[src/rtl/adc_config_pkg.sv]
// constants for the converter configuration register bank
// assumes a single 20 MHz clock; serial link pins are sampled, not used as clocks
package adc_config_pkg;
  // register map: byte addresses of each 32-bit register
  localparam int          REG_COUNT        = 9;
  localparam logic [8:0]  OFF_DEVICE_ID    = 9'h000;
  localparam logic [8:0]  OFF_RESET_POWER  = 9'h004;
  localparam logic [8:0]  OFF_INPUT_CTL    = 9'h008;
  localparam logic [8:0]  OFF_OUTPUT_CTL   = 9'h00C;
  localparam logic [8:0]  OFF_DATA_CTL     = 9'h010;
  localparam logic [8:0]  OFF_RANGE_SEL    = 9'h014;
  localparam logic [8:0]  OFF_ALARM_STAT   = 9'h020;
  localparam logic [8:0]  OFF_ALARM_HIGH   = 9'h024;
  localparam logic [8:0]  OFF_ALARM_LOW    = 9'h028;
  // storage indices
  localparam logic [3:0]  IDX_DEVICE_ID    = 4'h0;
  localparam logic [3:0]  IDX_RESET_POWER  = 4'h1;
  localparam logic [3:0]  IDX_INPUT_CTL    = 4'h2;
  localparam logic [3:0]  IDX_OUTPUT_CTL   = 4'h3;
  localparam logic [3:0]  IDX_DATA_CTL     = 4'h4;
  localparam logic [3:0]  IDX_RANGE_SEL    = 4'h5;
  localparam logic [3:0]  IDX_ALARM_STAT   = 4'h6;
  localparam logic [3:0]  IDX_ALARM_HIGH   = 4'h7;
  localparam logic [3:0]  IDX_ALARM_LOW    = 4'h8;
  // writable bits per register, index 8 first
  localparam logic [REG_COUNT-1:0][31:0] WRITE_MASK = {
    32'hFFFF_FFFF, 32'hFFFF_FFFF, 32'h0000_0000, 32'hFFFF_FFFF, 32'hFFFF_FFFF,
    32'h0000_1343, 32'h0000_0003, 32'h0000_FF37, 32'h000F_0000};
  // bits that survive an application reset, index 8 first
  localparam logic [REG_COUNT-1:0][31:0] APP_KEEP_MASK = {
    32'h0000_0000, 32'h0000_0000, 32'h0000_0000, 32'h0000_0000, 32'h0000_0000,
    32'h0000_0043, 32'h0000_0000, 32'h0000_0006, 32'h0000_0000};
  localparam logic [31:0] REG_RESET_VALUE  = 32'h0000_0000;
  // reset and power control fields
  localparam int          POS_KEY_LSB      = 8;
  localparam int          POS_SUPPLY_DIS   = 5;
  localparam int          POS_INPUT_DIS    = 4;
  localparam int          POS_PIN_CLASS    = 2;
  localparam int          POS_SLEEP_EN     = 1;
  localparam int          POS_POWER_DOWN   = 0;
  localparam logic [7:0]  UNLOCK_KEY       = 8'h69;
  // serial input control: clock polarity and phase
  localparam int          POS_CPHA         = 0;
  localparam int          POS_CPOL         = 1;
  // serial output control fields
  localparam int          POS_GPO_VALUE    = 12;
  localparam int          POS_LANE1_LSB    = 8;
  localparam logic [1:0]  LANE1_OFF        = 2'h0;
  localparam logic [1:0]  LANE1_ALARM      = 2'h1;
  localparam logic [1:0]  LANE1_GPO        = 2'h2;
  localparam logic [1:0]  LANE1_DATA       = 2'h3;
  // frame layout: command, address, data
  localparam int          FRAME_BITS       = 32;
  localparam logic [5:0]  FRAME_MIN_BITS   = 6'h20;
  localparam int          POS_CMD_LSB      = 25;
  localparam int          POS_ADDR_LSB     = 16;
  localparam logic [6:0]  CMD_WRITE_BYTE   = 7'h68;
  localparam logic [6:0]  CMD_READ_WORD    = 7'h48;
endpackage : adc_config_pkg

[src/rtl/adc_config_register_bank.sv]
// configuration register bank of a serial converter, reached over a clock/select link
// assumes link pins are asynchronous and much slower than clock (sclk under clock/4)
// What this block does
// - nine registers at documented byte addresses
// - each register spans four bytes, LSB first
// - identity holds 4-bit device address, reset zero
// - reserved bits read-only, always read zero
// - key field 15-8; bits 5-0 need key
// - bit 5 disables supply alarm
// - bit 4 disables input alarm
// - bit 2 turns reset pin into application reset
// - bit 1 allows nap when select stays high
// - bit 0 requests power-down
// - bits 2,1 survive application reset only
// - one and two lane output share timing
// - after reset only mode zero link accepted
`timescale 1ns/1ps
module adc_config_register_bank (
  // clock and power-on reset
  input  wire logic        clock,
  input  wire logic        reset,
  // serial link pins, asynchronous
  input  wire logic        serial_clock,
  input  wire logic        convert_start_select,
  input  wire logic        serial_data_in,
  input  wire logic        reset_pin_n,
  // converter status from core logic
  input  wire logic        conversion_busy,
  input  wire logic        alarm_active,
  input  wire logic [31:0] alarm_flags,
  // serial outputs
  output logic             data_lane0,
  output logic             data_lane0_enable,
  output logic             data_lane1,
  output logic             data_lane1_enable,
  // converter controls
  output logic             supply_alarm_disable,
  output logic             input_alarm_disable,
  output logic             reset_pin_class_select,
  output logic             light_sleep_enable,
  output logic             light_sleep_active,
  output logic             power_down_request,
  output logic [3:0]       device_address
);
  import adc_config_pkg::*;

  typedef struct packed {
    logic [REG_COUNT-1:0][31:0] regs;        // register storage
    logic                       sclk_prev;   // last synced serial clock
    logic                       select_prev; // last synced select
    logic [FRAME_BITS-1:0]      shift_in;    // captured frame
    logic [5:0]                 bit_count;   // saturates at frame size
    logic [FRAME_BITS-1:0]      shift_out;   // word going out
    logic [FRAME_BITS-1:0]      read_word;   // loaded at the end of a read frame, shifted out from the next frame start
    logic                       launched;    // first launch edge seen
    logic                       lane0;
    logic                       lane1;
  } bank_state_t;

  bank_state_t state_reg;
  bank_state_t state_next;

  // synced pins
  logic sclk_sync;
  logic select_sync;
  logic sdi_sync;
  logic pin_reset_n_sync;

  pin_synchronizer sync_sclk (
    .clock       (clock),
    .reset       (reset),
    .pin_async   (serial_clock),
    .reset_level (1'b0),
    .pin_sync    (sclk_sync)
  );
  pin_synchronizer sync_select (
    .clock       (clock),
    .reset       (reset),
    .pin_async   (convert_start_select),
    .reset_level (1'b1),
    .pin_sync    (select_sync)
  );
  pin_synchronizer sync_sdi (
    .clock       (clock),
    .reset       (reset),
    .pin_async   (serial_data_in),
    .reset_level (1'b0),
    .pin_sync    (sdi_sync)
  );
  pin_synchronizer sync_pin_reset (
    .clock       (clock),
    .reset       (reset),
    .pin_async   (reset_pin_n),
    .reset_level (1'b1),
    .pin_sync    (pin_reset_n_sync)
  );

  // byte address to storage index; only mapped words answer
  function automatic logic [4:0] decode_index(input logic [8:0] addr);
    logic [8:0] base;
    base = {addr[8:2], 2'b00};
    if (base == OFF_DEVICE_ID)        decode_index = {1'b1, IDX_DEVICE_ID};
    else if (base == OFF_RESET_POWER) decode_index = {1'b1, IDX_RESET_POWER};
    else if (base == OFF_INPUT_CTL)   decode_index = {1'b1, IDX_INPUT_CTL};
    else if (base == OFF_OUTPUT_CTL)  decode_index = {1'b1, IDX_OUTPUT_CTL};
    else if (base == OFF_DATA_CTL)    decode_index = {1'b1, IDX_DATA_CTL};
    else if (base == OFF_RANGE_SEL)   decode_index = {1'b1, IDX_RANGE_SEL};
    else if (base == OFF_ALARM_STAT)  decode_index = {1'b1, IDX_ALARM_STAT};
    else if (base == OFF_ALARM_HIGH)  decode_index = {1'b1, IDX_ALARM_HIGH};
    else if (base == OFF_ALARM_LOW)   decode_index = {1'b1, IDX_ALARM_LOW};
    else                              decode_index = 5'h00;
  endfunction : decode_index

  // combinational helpers
  logic        cpol;
  logic        cpha;
  logic        sclk_edge;
  logic        capture_edge;
  logic        launch_edge;
  logic        frame_start;
  logic        frame_end;
  logic        dual_lane;
  logic [1:0]  lane1_mode;
  logic [6:0]  frame_cmd;
  logic [8:0]  frame_addr;
  logic [7:0]  frame_byte;
  logic [4:0]  hit;
  logic [3:0]  idx;
  logic [31:0] byte_mask;
  logic [31:0] new_word;
  logic [31:0] allowed;
  logic [31:0] old_word;

  // mode bits come from the stored register, so a mode write acts from the next frame
  assign cpol         = state_reg.regs[IDX_INPUT_CTL][POS_CPOL];
  assign cpha         = state_reg.regs[IDX_INPUT_CTL][POS_CPHA];
  assign sclk_edge    = (sclk_sync != state_reg.sclk_prev) && !select_sync;
  // capture on rising when polarity equals phase, falling otherwise
  assign capture_edge = sclk_edge && (sclk_sync == (cpol == cpha));
  assign launch_edge  = sclk_edge && (sclk_sync != (cpol == cpha));
  assign frame_start  = state_reg.select_prev && !select_sync;
  assign frame_end    = !state_reg.select_prev && select_sync;
  assign lane1_mode   = state_reg.regs[IDX_OUTPUT_CTL][POS_LANE1_LSB +: 2];
  assign dual_lane    = (lane1_mode == LANE1_DATA);
  assign frame_cmd    = state_reg.shift_in[POS_CMD_LSB +: 7];
  assign frame_addr   = state_reg.shift_in[POS_ADDR_LSB +: 9];
  assign frame_byte   = state_reg.shift_in[7:0];
  assign hit          = decode_index(frame_addr);
  assign idx          = hit[3:0];

  // next state: link shifting, frame decode, resets
  always_comb
  begin
    state_next             = state_reg;
    state_next.sclk_prev   = sclk_sync;
    state_next.select_prev = select_sync;
    byte_mask              = 32'h0000_00FF << {frame_addr[1:0], 3'b000};
    new_word               = {4{frame_byte}} & byte_mask;
    old_word               = state_reg.regs[idx];
    // reserved bits never take a write
    allowed                = byte_mask & WRITE_MASK[idx];
    // low control bits only move once the key is in place
    if ((idx == IDX_RESET_POWER)
        && (state_reg.regs[IDX_RESET_POWER][POS_KEY_LSB +: 8] != UNLOCK_KEY))
    begin
      allowed = allowed & 32'hFFFF_FF00;
    end

    // frame start: reset counters and present the pending read word
    if (frame_start)
    begin
      state_next.bit_count = 6'h00;
      state_next.shift_out = state_reg.read_word;
      state_next.launched  = 1'b0;
      state_next.lane0     = state_reg.read_word[FRAME_BITS-1];
      state_next.lane1     = state_reg.read_word[FRAME_BITS-2];
    end
    else if (capture_edge)
    begin
      state_next.shift_in = {state_reg.shift_in[FRAME_BITS-2:0], sdi_sync};
      if (state_reg.bit_count != FRAME_MIN_BITS)
      begin
        state_next.bit_count = state_reg.bit_count + 6'h01;
      end
    end
    else if (launch_edge)
    begin
      // phase-one modes launch the first bit on the first edge, no shift then
      if (cpha && !state_reg.launched)
      begin
        state_next.launched = 1'b1;
      end
      else if (dual_lane)
      begin
        // two bits per edge; edge timing is the same as one lane
        state_next.shift_out = {state_reg.shift_out[FRAME_BITS-3:0], 2'b00};
        state_next.lane0     = state_reg.shift_out[FRAME_BITS-3];
        state_next.lane1     = state_reg.shift_out[FRAME_BITS-4];
      end
      else
      begin
        state_next.shift_out = {state_reg.shift_out[FRAME_BITS-2:0], 1'b0};
        state_next.lane0     = state_reg.shift_out[FRAME_BITS-2];
      end
    end

    // frame end: act only on full frames, short frames are dropped
    if (frame_end && (state_reg.bit_count == FRAME_MIN_BITS))
    begin
      if ((frame_cmd == CMD_WRITE_BYTE) && hit[4])
      begin
        state_next.regs[idx] = (old_word & ~allowed) | (new_word & allowed);
        if (idx == IDX_RESET_POWER)
        begin
          // once the pin is an application reset it stays so until power cycles
          state_next.regs[idx][POS_PIN_CLASS] = old_word[POS_PIN_CLASS]
                                               | state_next.regs[idx][POS_PIN_CLASS];
        end
      end
      else if (frame_cmd == CMD_READ_WORD)
      begin
        // unmapped words read as zero
        state_next.read_word = hit[4] ? state_reg.regs[idx] : REG_RESET_VALUE;
        if (hit[4] && (idx == IDX_ALARM_STAT))
        begin
          state_next.read_word = alarm_flags;
        end
      end
    end

    // reset pin: full clear or application clear depending on class bit
    if (!pin_reset_n_sync)
    begin
      state_next.read_word = REG_RESET_VALUE;
      state_next.bit_count = 6'h00;
      for (int i = 0; i < REG_COUNT; i++)
      begin
        if (state_reg.regs[IDX_RESET_POWER][POS_PIN_CLASS])
        begin
          state_next.regs[i] = state_reg.regs[i] & APP_KEEP_MASK[i];
        end
        else
        begin
          state_next.regs[i] = REG_RESET_VALUE;
        end
      end
    end
  end

  // power-on reset clears everything, key and identity included
  always_ff @(posedge clock or posedge reset)
  begin
    if (reset)
    begin
      state_reg <= '{regs: '0, sclk_prev: 1'b0, select_prev: 1'b1, shift_in: '0,
                     bit_count: 6'h00, shift_out: '0, read_word: '0,
                     launched: 1'b0, lane0: 1'b0, lane1: 1'b0};
    end
    else
    begin
      state_reg <= state_next;
    end
  end

  // lane outputs: lane 1 is off, alarm, general output or second data bit
  always_comb
  begin
    data_lane0        = state_reg.lane0;
    data_lane0_enable = !select_sync;
    data_lane1        = 1'b0;
    data_lane1_enable = 1'b0;
    if (lane1_mode == LANE1_ALARM)
    begin
      data_lane1        = alarm_active;
      data_lane1_enable = 1'b1;
    end
    else if (lane1_mode == LANE1_GPO)
    begin
      data_lane1        = state_reg.regs[IDX_OUTPUT_CTL][POS_GPO_VALUE];
      data_lane1_enable = 1'b1;
    end
    else if (lane1_mode == LANE1_DATA)
    begin
      data_lane1        = state_reg.lane1;
      data_lane1_enable = !select_sync;
    end
  end

  // control outputs straight from storage
  assign supply_alarm_disable   = state_reg.regs[IDX_RESET_POWER][POS_SUPPLY_DIS];
  assign input_alarm_disable    = state_reg.regs[IDX_RESET_POWER][POS_INPUT_DIS];
  assign reset_pin_class_select = state_reg.regs[IDX_RESET_POWER][POS_PIN_CLASS];
  assign light_sleep_enable     = state_reg.regs[IDX_RESET_POWER][POS_SLEEP_EN];
  assign power_down_request     = state_reg.regs[IDX_RESET_POWER][POS_POWER_DOWN];
  assign device_address         = state_reg.regs[IDX_DEVICE_ID][POS_ADDR_LSB +: 4];
  // nap once the conversion is over and select is still high
  assign light_sleep_active     = light_sleep_enable && select_sync
                                  && !conversion_busy;
endmodule : adc_config_register_bank

[src/rtl/pin_synchronizer.sv]
// two-stage synchronizer for one pin coming from outside the clock domain
// assumes clock is free running; output lags the pin by two edges
`timescale 1ns/1ps
module pin_synchronizer (
  // clock and reset
  input  wire logic clock,
  input  wire logic reset,
  // pin side
  input  wire logic pin_async,
  input  wire logic reset_level,
  // logic side
  output logic      pin_sync
);
  typedef struct packed {
    logic first;   // metastable stage, read only by second
    logic second;  // safe copy
  } sync_state_t;

  sync_state_t state_reg;
  sync_state_t state_next;

  // shift the pin through both stages, stored relative to the reset level
  always_comb
  begin
    state_next.first  = pin_async ^ reset_level;
    state_next.second = state_reg.first;
  end

  // flops clear to zero; the output flip below turns that into the reset level
  always_ff @(posedge clock or posedge reset)
  begin
    if (reset)
    begin
      state_reg <= '{first: 1'b0, second: 1'b0};
    end
    else
    begin
      state_reg <= state_next;
    end
  end

  // undo the level offset: the pin passes unchanged, reset shows reset_level
  assign pin_sync = state_reg.second ^ reset_level;
endmodule : pin_synchronizer

[config.mk]
export PLATFORM = sky130hd
export DESIGN_NAME = adc_config_register_bank
export DESIGN_NICKNAME = d
export VERILOG_FILES = /design/src/rtl/adc_config_pkg.sv /design/src/rtl/adc_config_register_bank.sv /design/src/rtl/pin_synchronizer.sv
export SDC_FILE = /design/constraint.sdc
export NUM_CORES = 1
export LEC_CHECK = 0
export BUFFER_PORTS_ARGS = -buffer_cell sky130_fd_sc_hd__buf_4
export CORE_MARGIN = 3
export CORE_UTILIZATION = 55
export CTS_BUF_LIST = sky130_fd_sc_hd__clkbuf_8
export DETAILED_ROUTE_END_ITERATION = 10
export PLACE_DENSITY = 0.72
export SKIP_LAST_GASP = 1
export SLEW_MARGIN = 20
export SYNTH_ARGS = -nofsm -noshare
export SYNTH_HDL_FRONTEND = slang
export SYNTH_HIERARCHICAL = 1
export SYNTH_SLANG_ARGS = --single-unit
[constraint.sdc]
create_clock -name clock -period 18.4 [get_ports clock]
set_input_delay 3.68 -clock clock [delete_from_list [all_inputs] [get_ports clock]]
set_output_delay 3.68 -clock clock [all_outputs]
set_load 0.005 [all_outputs]
==> results.cfg, run 1 <==
[timing]
rsz0062_at_grt = no
slew_headroom = 0.181
hold_viol = 0
drv_slew = 0
max_freq_mhz = 129
worstMarginPinSlew_ns = 1.22
setup_viol = 0
fin_setup_tns_ns = 0
finalCriticalPeriod_ns = 7.75
final.setup_skew_ns = 0.0262
final.period_utilization = 0.421

[detailed_routing]
ant_nets = 0
wl_per_cell_um = 24.8
wirelength_mm = 65.1
vias_per_cell = 6.69
via_count = 17560
drtIter0Drc = 2027
drcViolationCount = 0
first_pass_iters = 7

[cells_and_area]
area_growth_syn_to_layout_pct = 10.0
largest_reg_flops = 356
fill_cells = 2997
drive_gt1_frac = 0.137
fin_util = 0.615
num_antenna_cells = 0
stdcell_area_um2 = 21900
final_common_cell = dfrtp_1
layout_common_cells = dfrtp_1, nand2_1, o21ai_0
fin_nets = 2160

[floorplan]
ios = 54
die_y_um = 196
dieArea_um2 = 38500
initial_core_util = 0.559
die_x_um = 196
coreArea_um2 = 35600
num_rows = 69

[critical_path]
cpPeakStageDelay_ns = 0.15
crit_arrival_ns = 4.07
rr_worst_depth = 9
critical_path.cell_chain = buf_4 -> nand2_1 -> o21ai_0 -> buf_4
cp_data_required_time_ns = 14.72
crit_type = primary input to primary output
crit_start = alarm_active
timing.rr.start = frame_addr[4]$_DFFE_PP0P_
path_delay_family = buffers and inverters
worst-path-buf-inv = 2
cp_common_cell = buf_4
cp-end-kind = primary output
cp_max_fo = 1
r2r_slack_ns = 14.00
start_kind = primary input
r2r_end = state_reg[344]$_DFFE_PP0P_
critical_path.slowest_cell = o21ai_0

[synth]
synth_ff_type = dfrtp_1
synth-edff-count = 0
netlist-cell-type-count = 88
synth_top_area_share = 0.505
synth.avg_cell_area_um2 = 9.42
yosysTopAreaCell = dfrtp_1
ys_ff_latch = 402
synthCells = 2111
yosysWarnings = 6
ys_async_sr_fraction = 1.00
yosysSeqAreaShare = 0.506
syn_area_um2 = 19900
ys_top_cells_by_area = dfrtp_1, o21ai_0, nand2_1, nand3_1, a21oi_1

[clocking]
cts_inserted_buffers = 69
post-cts-setup-buffer-count = 0
clockRootBuffer = clkbuf_8
ctsResizeCount = 0
clk_path_buf_depth = 3
tritoncts = built
cts_hold_buf = 0
cts_sinks = 402
clkSlewWorstSetupHoldPaths_ns = 0.05
clkLatencyLatePin_ns = 0.65
htreeDepth = 3

[grt]
overflow = 0
antenna_found_initial = 1
grt_max_degree = 113
grt_use_total = 0.337
grt_pass1_wl_mm = 101
first_global_vias = 17183

[min_path]
hold_class = flop to flop
holdCritStartpoint = sync_select/state_next[0]$_DFF_PP0_
min_delay_path_depth = 0
hold_end = sync_select/state_reg[0]$_DFF_PP0_

[place]
hpwl_mm = 40.8
placed_area_um2 = 20600
port_buffers = 53
gp_congestion = 0.979

[power_and_ir_drop]
power.leakage_nw = 9.72
total_power_mw = 2.53
p_per_area_nw_per_um2 = 116
worst_ir_drop_vdd_mv = 0.0694

[outcome]
status = finished, final reports clean

[flow_run]
cap_violations = 0
how the worst max path moves through the flow:
stage / endpoint / slack, ns / depth (start not counted)
after floorplan: cpha$_DFFE_PP0P_ / 3.77 / 1
after global placement: data_lane1 / 10.60 / 4
after detailed placement: data_lane1 / 10.65 / 4
after CTS: data_lane1 / 10.65 / 4
after global routing: data_lane1 / 10.60 / 4
final: data_lane1 / 10.65 / 4
stage by stage:
stage | instances | hold slack (ns) | setup slack (ns)
after CTS | 2625 | 0.348 | 10.65
after floorplan | 2117 | 0.331 | 3.77
after detailed placement | 2508 | 0.336 | 10.65
after global placement | 2508 | 0.337 | 10.60
after global routing | 2625 | 0.352 | 10.60
final | 2625 | 0.346 | 10.65
power breakdown:
part | internal (mW) | switching [mW]
clock | 0.401 | 0.379
sequential | 0.902 | 0.0469
combinational | 0.189 | 0.615
total | 1.49 | 1.04
cells in the mapped netlist, types with 5 or more instances:
master     instances
o21ai_1           18
or3_1              7
o211ai_1          11
mux2_2            36
a31oi_2            6
xor2_1            15
or4_1              5
a22oi_1           29
nand3b_1           5
and2_0             5
o221ai_1          10
a211oi_2           5
clkbuf_1         110
a21oi_1          118
and3_1            39
buf_2             31
and2_1            30
nor2_1            73
a211oi_1          32
a32o_1             6
o22ai_1           19
nand3_1          128
nor3_1            15
nand2b_1           9
buf_6              8
a21o_1            17
nor2b_1           18
a31oi_4            5
a31oi_1           20
buf_1             12
o21ai_0          286
o31a_1             5
o221ai_2           9
nand2_1          338
inv_1             32
a32oi_1           10
mux2i_1           46
dfrtp_1          401
buf_4              8
a22o_1            41
o2bb2ai_1         16
o31ai_1            5
cell families (layout without fill, tap and decap cells):
group                      Yosys count  count (layout)  synth area share
xor gates and xnor gates            18              18           0.00793
other                                2               8          0.000378
AOI/OAI and AO/OA                  702             702             0.231
and+or+nand+nor                    702             702             0.166
adders and majority gates            2               2           0.00126
DFF                                402             402             0.506
buffers and inverters              201             248            0.0444
muxes                               82              82            0.0435
layout make-up:
class / count / area, µm² / area share
clock buffers: 81 / 1110 / 0.0509
well taps: 461 / 577 / 0.0264
multi-input cells: 1514 / 9080 / 0.415
flip-flops and latches: 402 / 10100 / 0.460
repair buffers: 99 / 743 / 0.0340
clock inverters: 36 / 173 / 0.00789
inverters: 32 / 128 / 0.00583
per-layer routing:
layer,part of all wire,up-vias,global-route usage
met2,0.45,1130,0.505
met3,0.11,244,0.0871
met5,0.00020,-,0
li1,-,7583,-
met1,0.40,8601,0.457
met4,0.046,2,0.172
No activity file was read; power rests on OpenSTA's default activity.
==> run 2: changes to the inputs <==
--- a/config.mk
+++ b/config.mk
@@ -5,6 +5,7 @@
 export SDC_FILE = /design/constraint.sdc
 export NUM_CORES = 1
 export LEC_CHECK = 0
+export ABC_AREA = 1
 export BUFFER_PORTS_ARGS = -buffer_cell sky130_fd_sc_hd__buf_4
 export CORE_MARGIN = 3
 export CORE_UTILIZATION = 55
==> constraint.sdc (replaced) <==
create_clock -name clock -period 8 [get_ports clock]
set_input_delay 1.6 -clock clock [delete_from_list [all_inputs] [get_ports clock]]
set_output_delay 1.6 -clock clock [all_outputs]
set_load 0.005 [all_outputs]
==> run 2 against run 1 <==
  * Combinational power rose to 4.2 times the previous value
  * Register-to-register slack got worse by 9.9 ns
  * Clock skew rose by 0.0075 ns
  * Critical endpoint is now state_reg[121]$_DFFE_PP0P_
  * Largest cell class unchanged
==> results.cfg, run 2 <==
[cells_and_area]
fill_cells = 3261
fin_nets = 2824
drive_gt1_frac = 0.125
area_growth_syn_to_layout_pct = 11.2
register_area_um2 = 10100
final_common_cell = nand2_1
fin_cells = 3293
multi_input_area_um2 = 9300
fin_util = 0.629
largest_reg_flops = 356
layout_common_cells = nand2_1, dfrtp_1, nand3_1
num_antenna_cells = 0

[detailed_routing]
top_layer = met5
wl_met2_mm = 29.9
wirelength_mm = 65.9
drcViolationCount = 0
vias_per_cell = 5.88
via_count = 19355
drtIter0Drc = 2099
wl_per_cell_um = 20.0
ant_nets = 0
met3_length_mm = 6.80
wl_met1_mm = 26.2
first_pass_iters = 6

[place]
port_buffers = 53
dp_cells = 3171
gp_congestion = 0.889
hpwl_mm = 39.1

[critical_path]
cp_max_fo = 51
timing.rr.start = frame_addr[7]$_DFFE_PP0P_
cp-end-kind = flop
crit_arrival_ns = 4.37
rr_worst_depth = 16
cp_data_required_time_ns = 8.50
start_kind = flop
r2r_end = state_reg[121]$_DFFE_PP0P_
r2r_slack_ns = 4.13
crit_type = flop to flop

[power_and_ir_drop]
p_sw_frac = 0.467
switchingPower_mw = 3.54
pwr-share-comb = 0.448
pwr-share-seq = 0.299
p_per_area_nw_per_um2 = 334
worst_ir_drop_vdd_mv = 0.226
power.leakage_nw = 12.3
p_clk_frac = 0.253
p_int_mw = 4.04
total_power_mw = 7.58

[synth]
synthCells = 2746
synth_ff_type = dfrtp_1
yosysWarnings = 6
synth_top_area_share = 0.492
syn_area_um2 = 20400
netlist-cell-type-count = 48
synth-edff-count = 0
synth_common_cells = nand2_1, dfrtp_1, nand3_1
ys_ff_latch = 402
synth.avg_cell_area_um2 = 7.43
ys_top_cells_by_area = dfrtp_1, nand2_1, nand3_1, nor2_1, inv_1
yosys.cell_count.top_type = nand2_1
ys_async_sr_fraction = 1.00
yosysTopAreaCell = dfrtp_1
yosysSeqAreaShare = 0.493

[clocking]
ctsResizeCount = 0
clockRootBuffer = clkbuf_8
tritoncts = built
clkLatencyLatePin_ns = 0.63
cts_inserted_buffers = 70
cts_sinks = 402
clkSlewWorstSetupHoldPaths_ns = 0.06
cts_hold_buf = 0
post-cts-setup-buffer-count = 0
clk_path_buf_depth = 3
htreeDepth = 3

[timing]
hold_viol = 0
fin_setup_tns_ns = 0
finalCriticalPeriod_ns = 3.87
max_freq_mhz = 258
setup_viol = 0
worstMarginPinSlew_ns = 1.05
rsz0062_at_grt = no
drv_slew = 0
final.setup_skew_ns = 0.0337
final.period_utilization = 0.484
slew_headroom = 0.293

[min_path]
min_delay_path_depth = 0
hold_end = sync_pin_reset/state_reg[0]$_DFF_PP0_
hold_class = flop to flop
holdCritStartpoint = sync_pin_reset/state_next[0]$_DFF_PP0_

[grt]
overflow = 0
antenna_found_initial = 2
first_global_vias = 18606
grt_use_total = 0.335
grt_max_degree = 111
grt_pass1_wl_mm = 103

[flow_run]
cap_violations = 0

[floorplan]
die_y_um = 199
dieArea_um2 = 39500
initial_core_util = 0.566
die_x_um = 199
coreArea_um2 = 36100
ios = 54
num_rows = 69

[outcome]
status = finished, final reports clean
-- run 2: changes by cell type in the layout (fill, tap and decap cells not counted), sizes merged, moves of 35 or more --
cell | previous run | this run
and2 | 36 | 1
nand2 | 338 | 1086
a211oi | 37 | 2
a21oi | 118 | 21
nand4 | 3 | 54
or2 | 3 | 74
and3 | 39 | 0
nand3 | 128 | 359
a22o | 41 | 0
o21ai | 304 | 97
nor2 | 76 | 257
mux2i | 46 | 1
inv | 64 | 188
-- run 2: power by group through the flow --
stage	combinational [mW]	sequential [mW]	clock (mW)
3_5_place_dp	3.26	2.30	0
4_1_cts	3.29	2.26	1.93
6_report	3.39	2.26	1.92
5_1_grt	3.67	2.28	2.03
2_1_floorplan	2.27	2.27	0
3_3_place_gp	3.24	2.29	0
-- run 2: critical path, stage by stage, from the launching register on --
cell     delay, ns
dfrtp_1       0.40
inv_2         0.07
nand2_2       0.08
nor2_8        0.19
nand3_1       0.10
buf_4         0.25
nand2_1       0.13
nand2_1       0.17
nand2_2       0.10
buf_4         0.56
nand2_1       0.34
nand2_1       0.20
nand2_1       0.38
inv_2         0.21
nand2_1       0.26
nand3_1       0.21
nand2_1       0.06
-- run 2: layout make-up --
type	instances	share of cell area
clock buffer	95	0.0576
clock inverter	27	0.00518
inverter	171	0.0284
multi-input combinational	2046	0.410
sequential	402	0.443
tap	461	0.0254
timing repair buffer	91	0.0306
-- run 2: cells by family after synthesis --
family                     Yosys count  synth area share
other                                2          0.000368
AOI/OAI and AO/OA                  174            0.0503
xor gates and xnor gates             2          0.000858
adders and majority gates            2           0.00123
DFF                                402             0.493
and+or+nand+nor                   1847             0.389
buffers and inverters              308            0.0607
muxes                                9           0.00490
-- run 2: worst max-delay path by stage --
| stage | start | end | slack [ns] | depth (start not counted) |
|---|---|---|---|---|
| after floorplan | reset | cpha$_DFFE_PP0P_ | 1.10 | 1 |
| after global placement | frame_addr[7]$_DFFE_PP0P_ | state_reg[277]$_DFFE_PP0P_ | 4.33 | 16 |
| after detailed placement | frame_addr[7]$_DFFE_PP0P_ | state_reg[185]$_DFFE_PP0P_ | 4.26 | 16 |
| after CTS | frame_addr[7]$_DFFE_PP0P_ | state_reg[121]$_DFFE_PP0P_ | 4.20 | 16 |
| after global routing | frame_addr[7]$_DFFE_PP0P_ | state_reg[121]$_DFFE_PP0P_ | 3.92 | 16 |
| final | frame_addr[7]$_DFFE_PP0P_ | state_reg[121]$_DFFE_PP0P_ | 4.13 | 16 |
-- run 2: through the flow --
stage               area, µm²  hold slack [ns]  setup WS, ns
floorplan               20500            0.331          1.10
global placement        21300            0.335          4.33
detailed placement      21300            0.337          4.26
CTS                     22700            0.344          4.20
global route            22700            0.359          3.92
finish                  22700            0.341          4.13
-- run 2: layer usage --
layer | vias to the layer above | GRT usage
met5 | - | 0
met4 | 4 | 0.152
met3 | 226 | 0.0769
met2 | 1047 | 0.533
met1 | 9251 | 0.440
li1 | 8827 | -
==> run 3: changes to the inputs <==
==> constraint.sdc (replaced) <==
create_clock -name clock -period 3.9 [get_ports clock]
set_input_delay 0.78 -clock clock [delete_from_list [all_inputs] [get_ports clock]]
set_output_delay 0.78 -clock clock [all_outputs]
set_load 0.005 [all_outputs]
==> run 3 against run 2 <==
  * Cell area grew 1.1%
  * Non-clock buffer count is 17 higher
  * Critical path depth is 3 lower
  * Combinational power increased by 110%
  * Critical endpoint is now state_reg[346]$_DFFE_PP0P_
  * Largest cell class unchanged
  * Largest power group unchanged
==> results.cfg, run 3 (synthesis results as in run 2) <==
[outcome]
status = finished, final reports clean

[critical_path]
crit_type = flop to flop
cp_data_required_time_ns = 4.44
r2r_slack_ns = 0.77
critical_path.slowest_cell = buf_4
cpPeakStageDelay_ns = 0.58
worst-path-buf-inv = 3
critical_path.cell_chain = inv_2 -> nand2_1 -> nor2_1 -> nand2_2 -> nand3_4 -> nand2_2 -> buf_4 -> nand2_1 -> nand2_1 -> inv_2 -> nand2_1 -> nand3_1 -> nand2_1
cp.depth = 13
cp_max_fo = 49
start_kind = flop
crit_arrival_ns = 3.67
cp_common_cell = nand2_1
cp-end-kind = flop
path_delay_family = simple AND/OR/NAND/NOR gates
rr_worst_depth = 13

[min_path]
hold_class = primary input to async pin

[timing]
worstMarginPinSlew_ns = 1.05
hold_viol = 0
final.setup_skew_ns = 0.0298
finalCriticalPeriod_ns = 3.13
drv_slew = 0
fin_setup_tns_ns = 0
max_freq_mhz = 319
slew_headroom = 0.299
rsz0062_at_grt = no
setup_viol = 0
final.period_utilization = 0.803

[cells_and_area]
num_antenna_cells = 0
fin_nets = 2840
area_growth_syn_to_layout_pct = 12.4
fin_util = 0.636
stdcell_area_um2 = 23000
final_common_cell = nand2_1
largest_reg_flops = 356
layout_common_cells = nand2_1, dfrtp_1, nand3_1
drive_gt1_frac = 0.129

[grt]
overflow = 0
first_global_vias = 18830
antenna_found_initial = 2
grt_max_degree = 109
grt_pass1_wl_mm = 104
grt_use_total = 0.340

[power_and_ir_drop]
p_per_area_nw_per_um2 = 682
total_power_mw = 15.7
power.leakage_nw = 12.5
worst_ir_drop_vdd_mv = 0.358

[clocking]
tritoncts = built
clockRootBuffer = clkbuf_8
post-cts-setup-buffer-count = 0
htreeDepth = 3
ctsResizeCount = 0
clkLatencyLatePin_ns = 0.62
cts_inserted_buffers = 69
clkSlewWorstSetupHoldPaths_ns = 0.06
cts_hold_buf = 0
cts_sinks = 402
clk_path_buf_depth = 3

[detailed_routing]
via_count = 19469
wirelength_mm = 66.2
vias_per_cell = 5.88
drtIter0Drc = 2437
drcViolationCount = 0
wl_per_cell_um = 20.0
first_pass_iters = 6
ant_nets = 0

[flow_run]
cap_violations = 0

[place]
placed_area_um2 = 21500
gp_congestion = 0.898
hpwl_mm = 40.8
port_buffers = 53

[floorplan]
ios = 54
die_x_um = 199
initial_core_util = 0.566
coreArea_um2 = 36100
die_y_um = 199
dieArea_um2 = 39500
num_rows = 69
[run 3: final cells by class]
cell class | instances | area, µm²
multi-input combinational | 2046 | 9300
timing repair buffer | 108 | 948
inverter | 171 | 646
tap | 461 | 577
fill | 3232 | 13100
sequential | 402 | 10100
clock buffer | 91 | 1250
clock inverter | 33 | 170
[run 3: metal layers]
layer  track usage  up-vias  wire length (µm)
met4         0.151        4              2690
met2         0.526     1075             30000
met5             0        -                27
li1              -     8870                 -
met3        0.0859      212              7220
met1         0.456     9308             26300
[run 3: worst reg2reg max path, cell delays in order, from the launching register on]
cell and delay (ns):
dfrtp_1 0.53, inv_2 0.09, nand2_1 0.13, nor2_1 0.07, nand2_2 0.15, nand3_4 0.18, nand2_2 0.10, buf_4 0.58
nand2_1 0.18, nand2_1 0.39, inv_2 0.13, nand2_1 0.28, nand3_1 0.15, nand2_1 0.09
[run 3: worst paths after layout]
| kind | to | startpoint |
|---|---|---|
| setup reg to reg | state_reg[346]$_DFFE_PP0P_ | frame_addr[3]$_DFFE_PP0P_ |
| setup / recovery | state_reg[346]$_DFFE_PP0P_ | frame_addr[3]$_DFFE_PP0P_ |
| hold / removal | sync_select/state_next[0]$_DFF_PP0_ | reset |
| min in group clock | sync_pin_reset/state_reg[0]$_DFF_PP0_ | sync_pin_reset/state_next[0]$_DFF_PP0_ |
| max in group asynchronous | state_reg[12]$_DFFE_PP0P_ | reset |
| hold reg to reg | sync_pin_reset/state_reg[0]$_DFF_PP0_ | sync_pin_reset/state_next[0]$_DFF_PP0_ |
[run 3: stage by stage]
step | cells | hold WS, ns | worst slack, ns
after floorplan | 2756 | 0.331 | -2.18
after global placement | 3188 | 0.335 | 0.981
after detailed placement | 3188 | 0.342 | 0.865
after CTS | 3312 | 0.0426 | 0.855
after global routing | 3312 | 0.0476 | 0.485
final | 3312 | 0.0689 | 0.769
[run 3: power by group]
| part | total (mW) | switching [mW] | internal, mW |
|---|---|---|---|
| Sequential | 4.64 | 0.187 | 4.45 |
| Clock | 3.92 | 1.77 | 2.15 |
| Combinational | 7.09 | 5.33 | 1.76 |
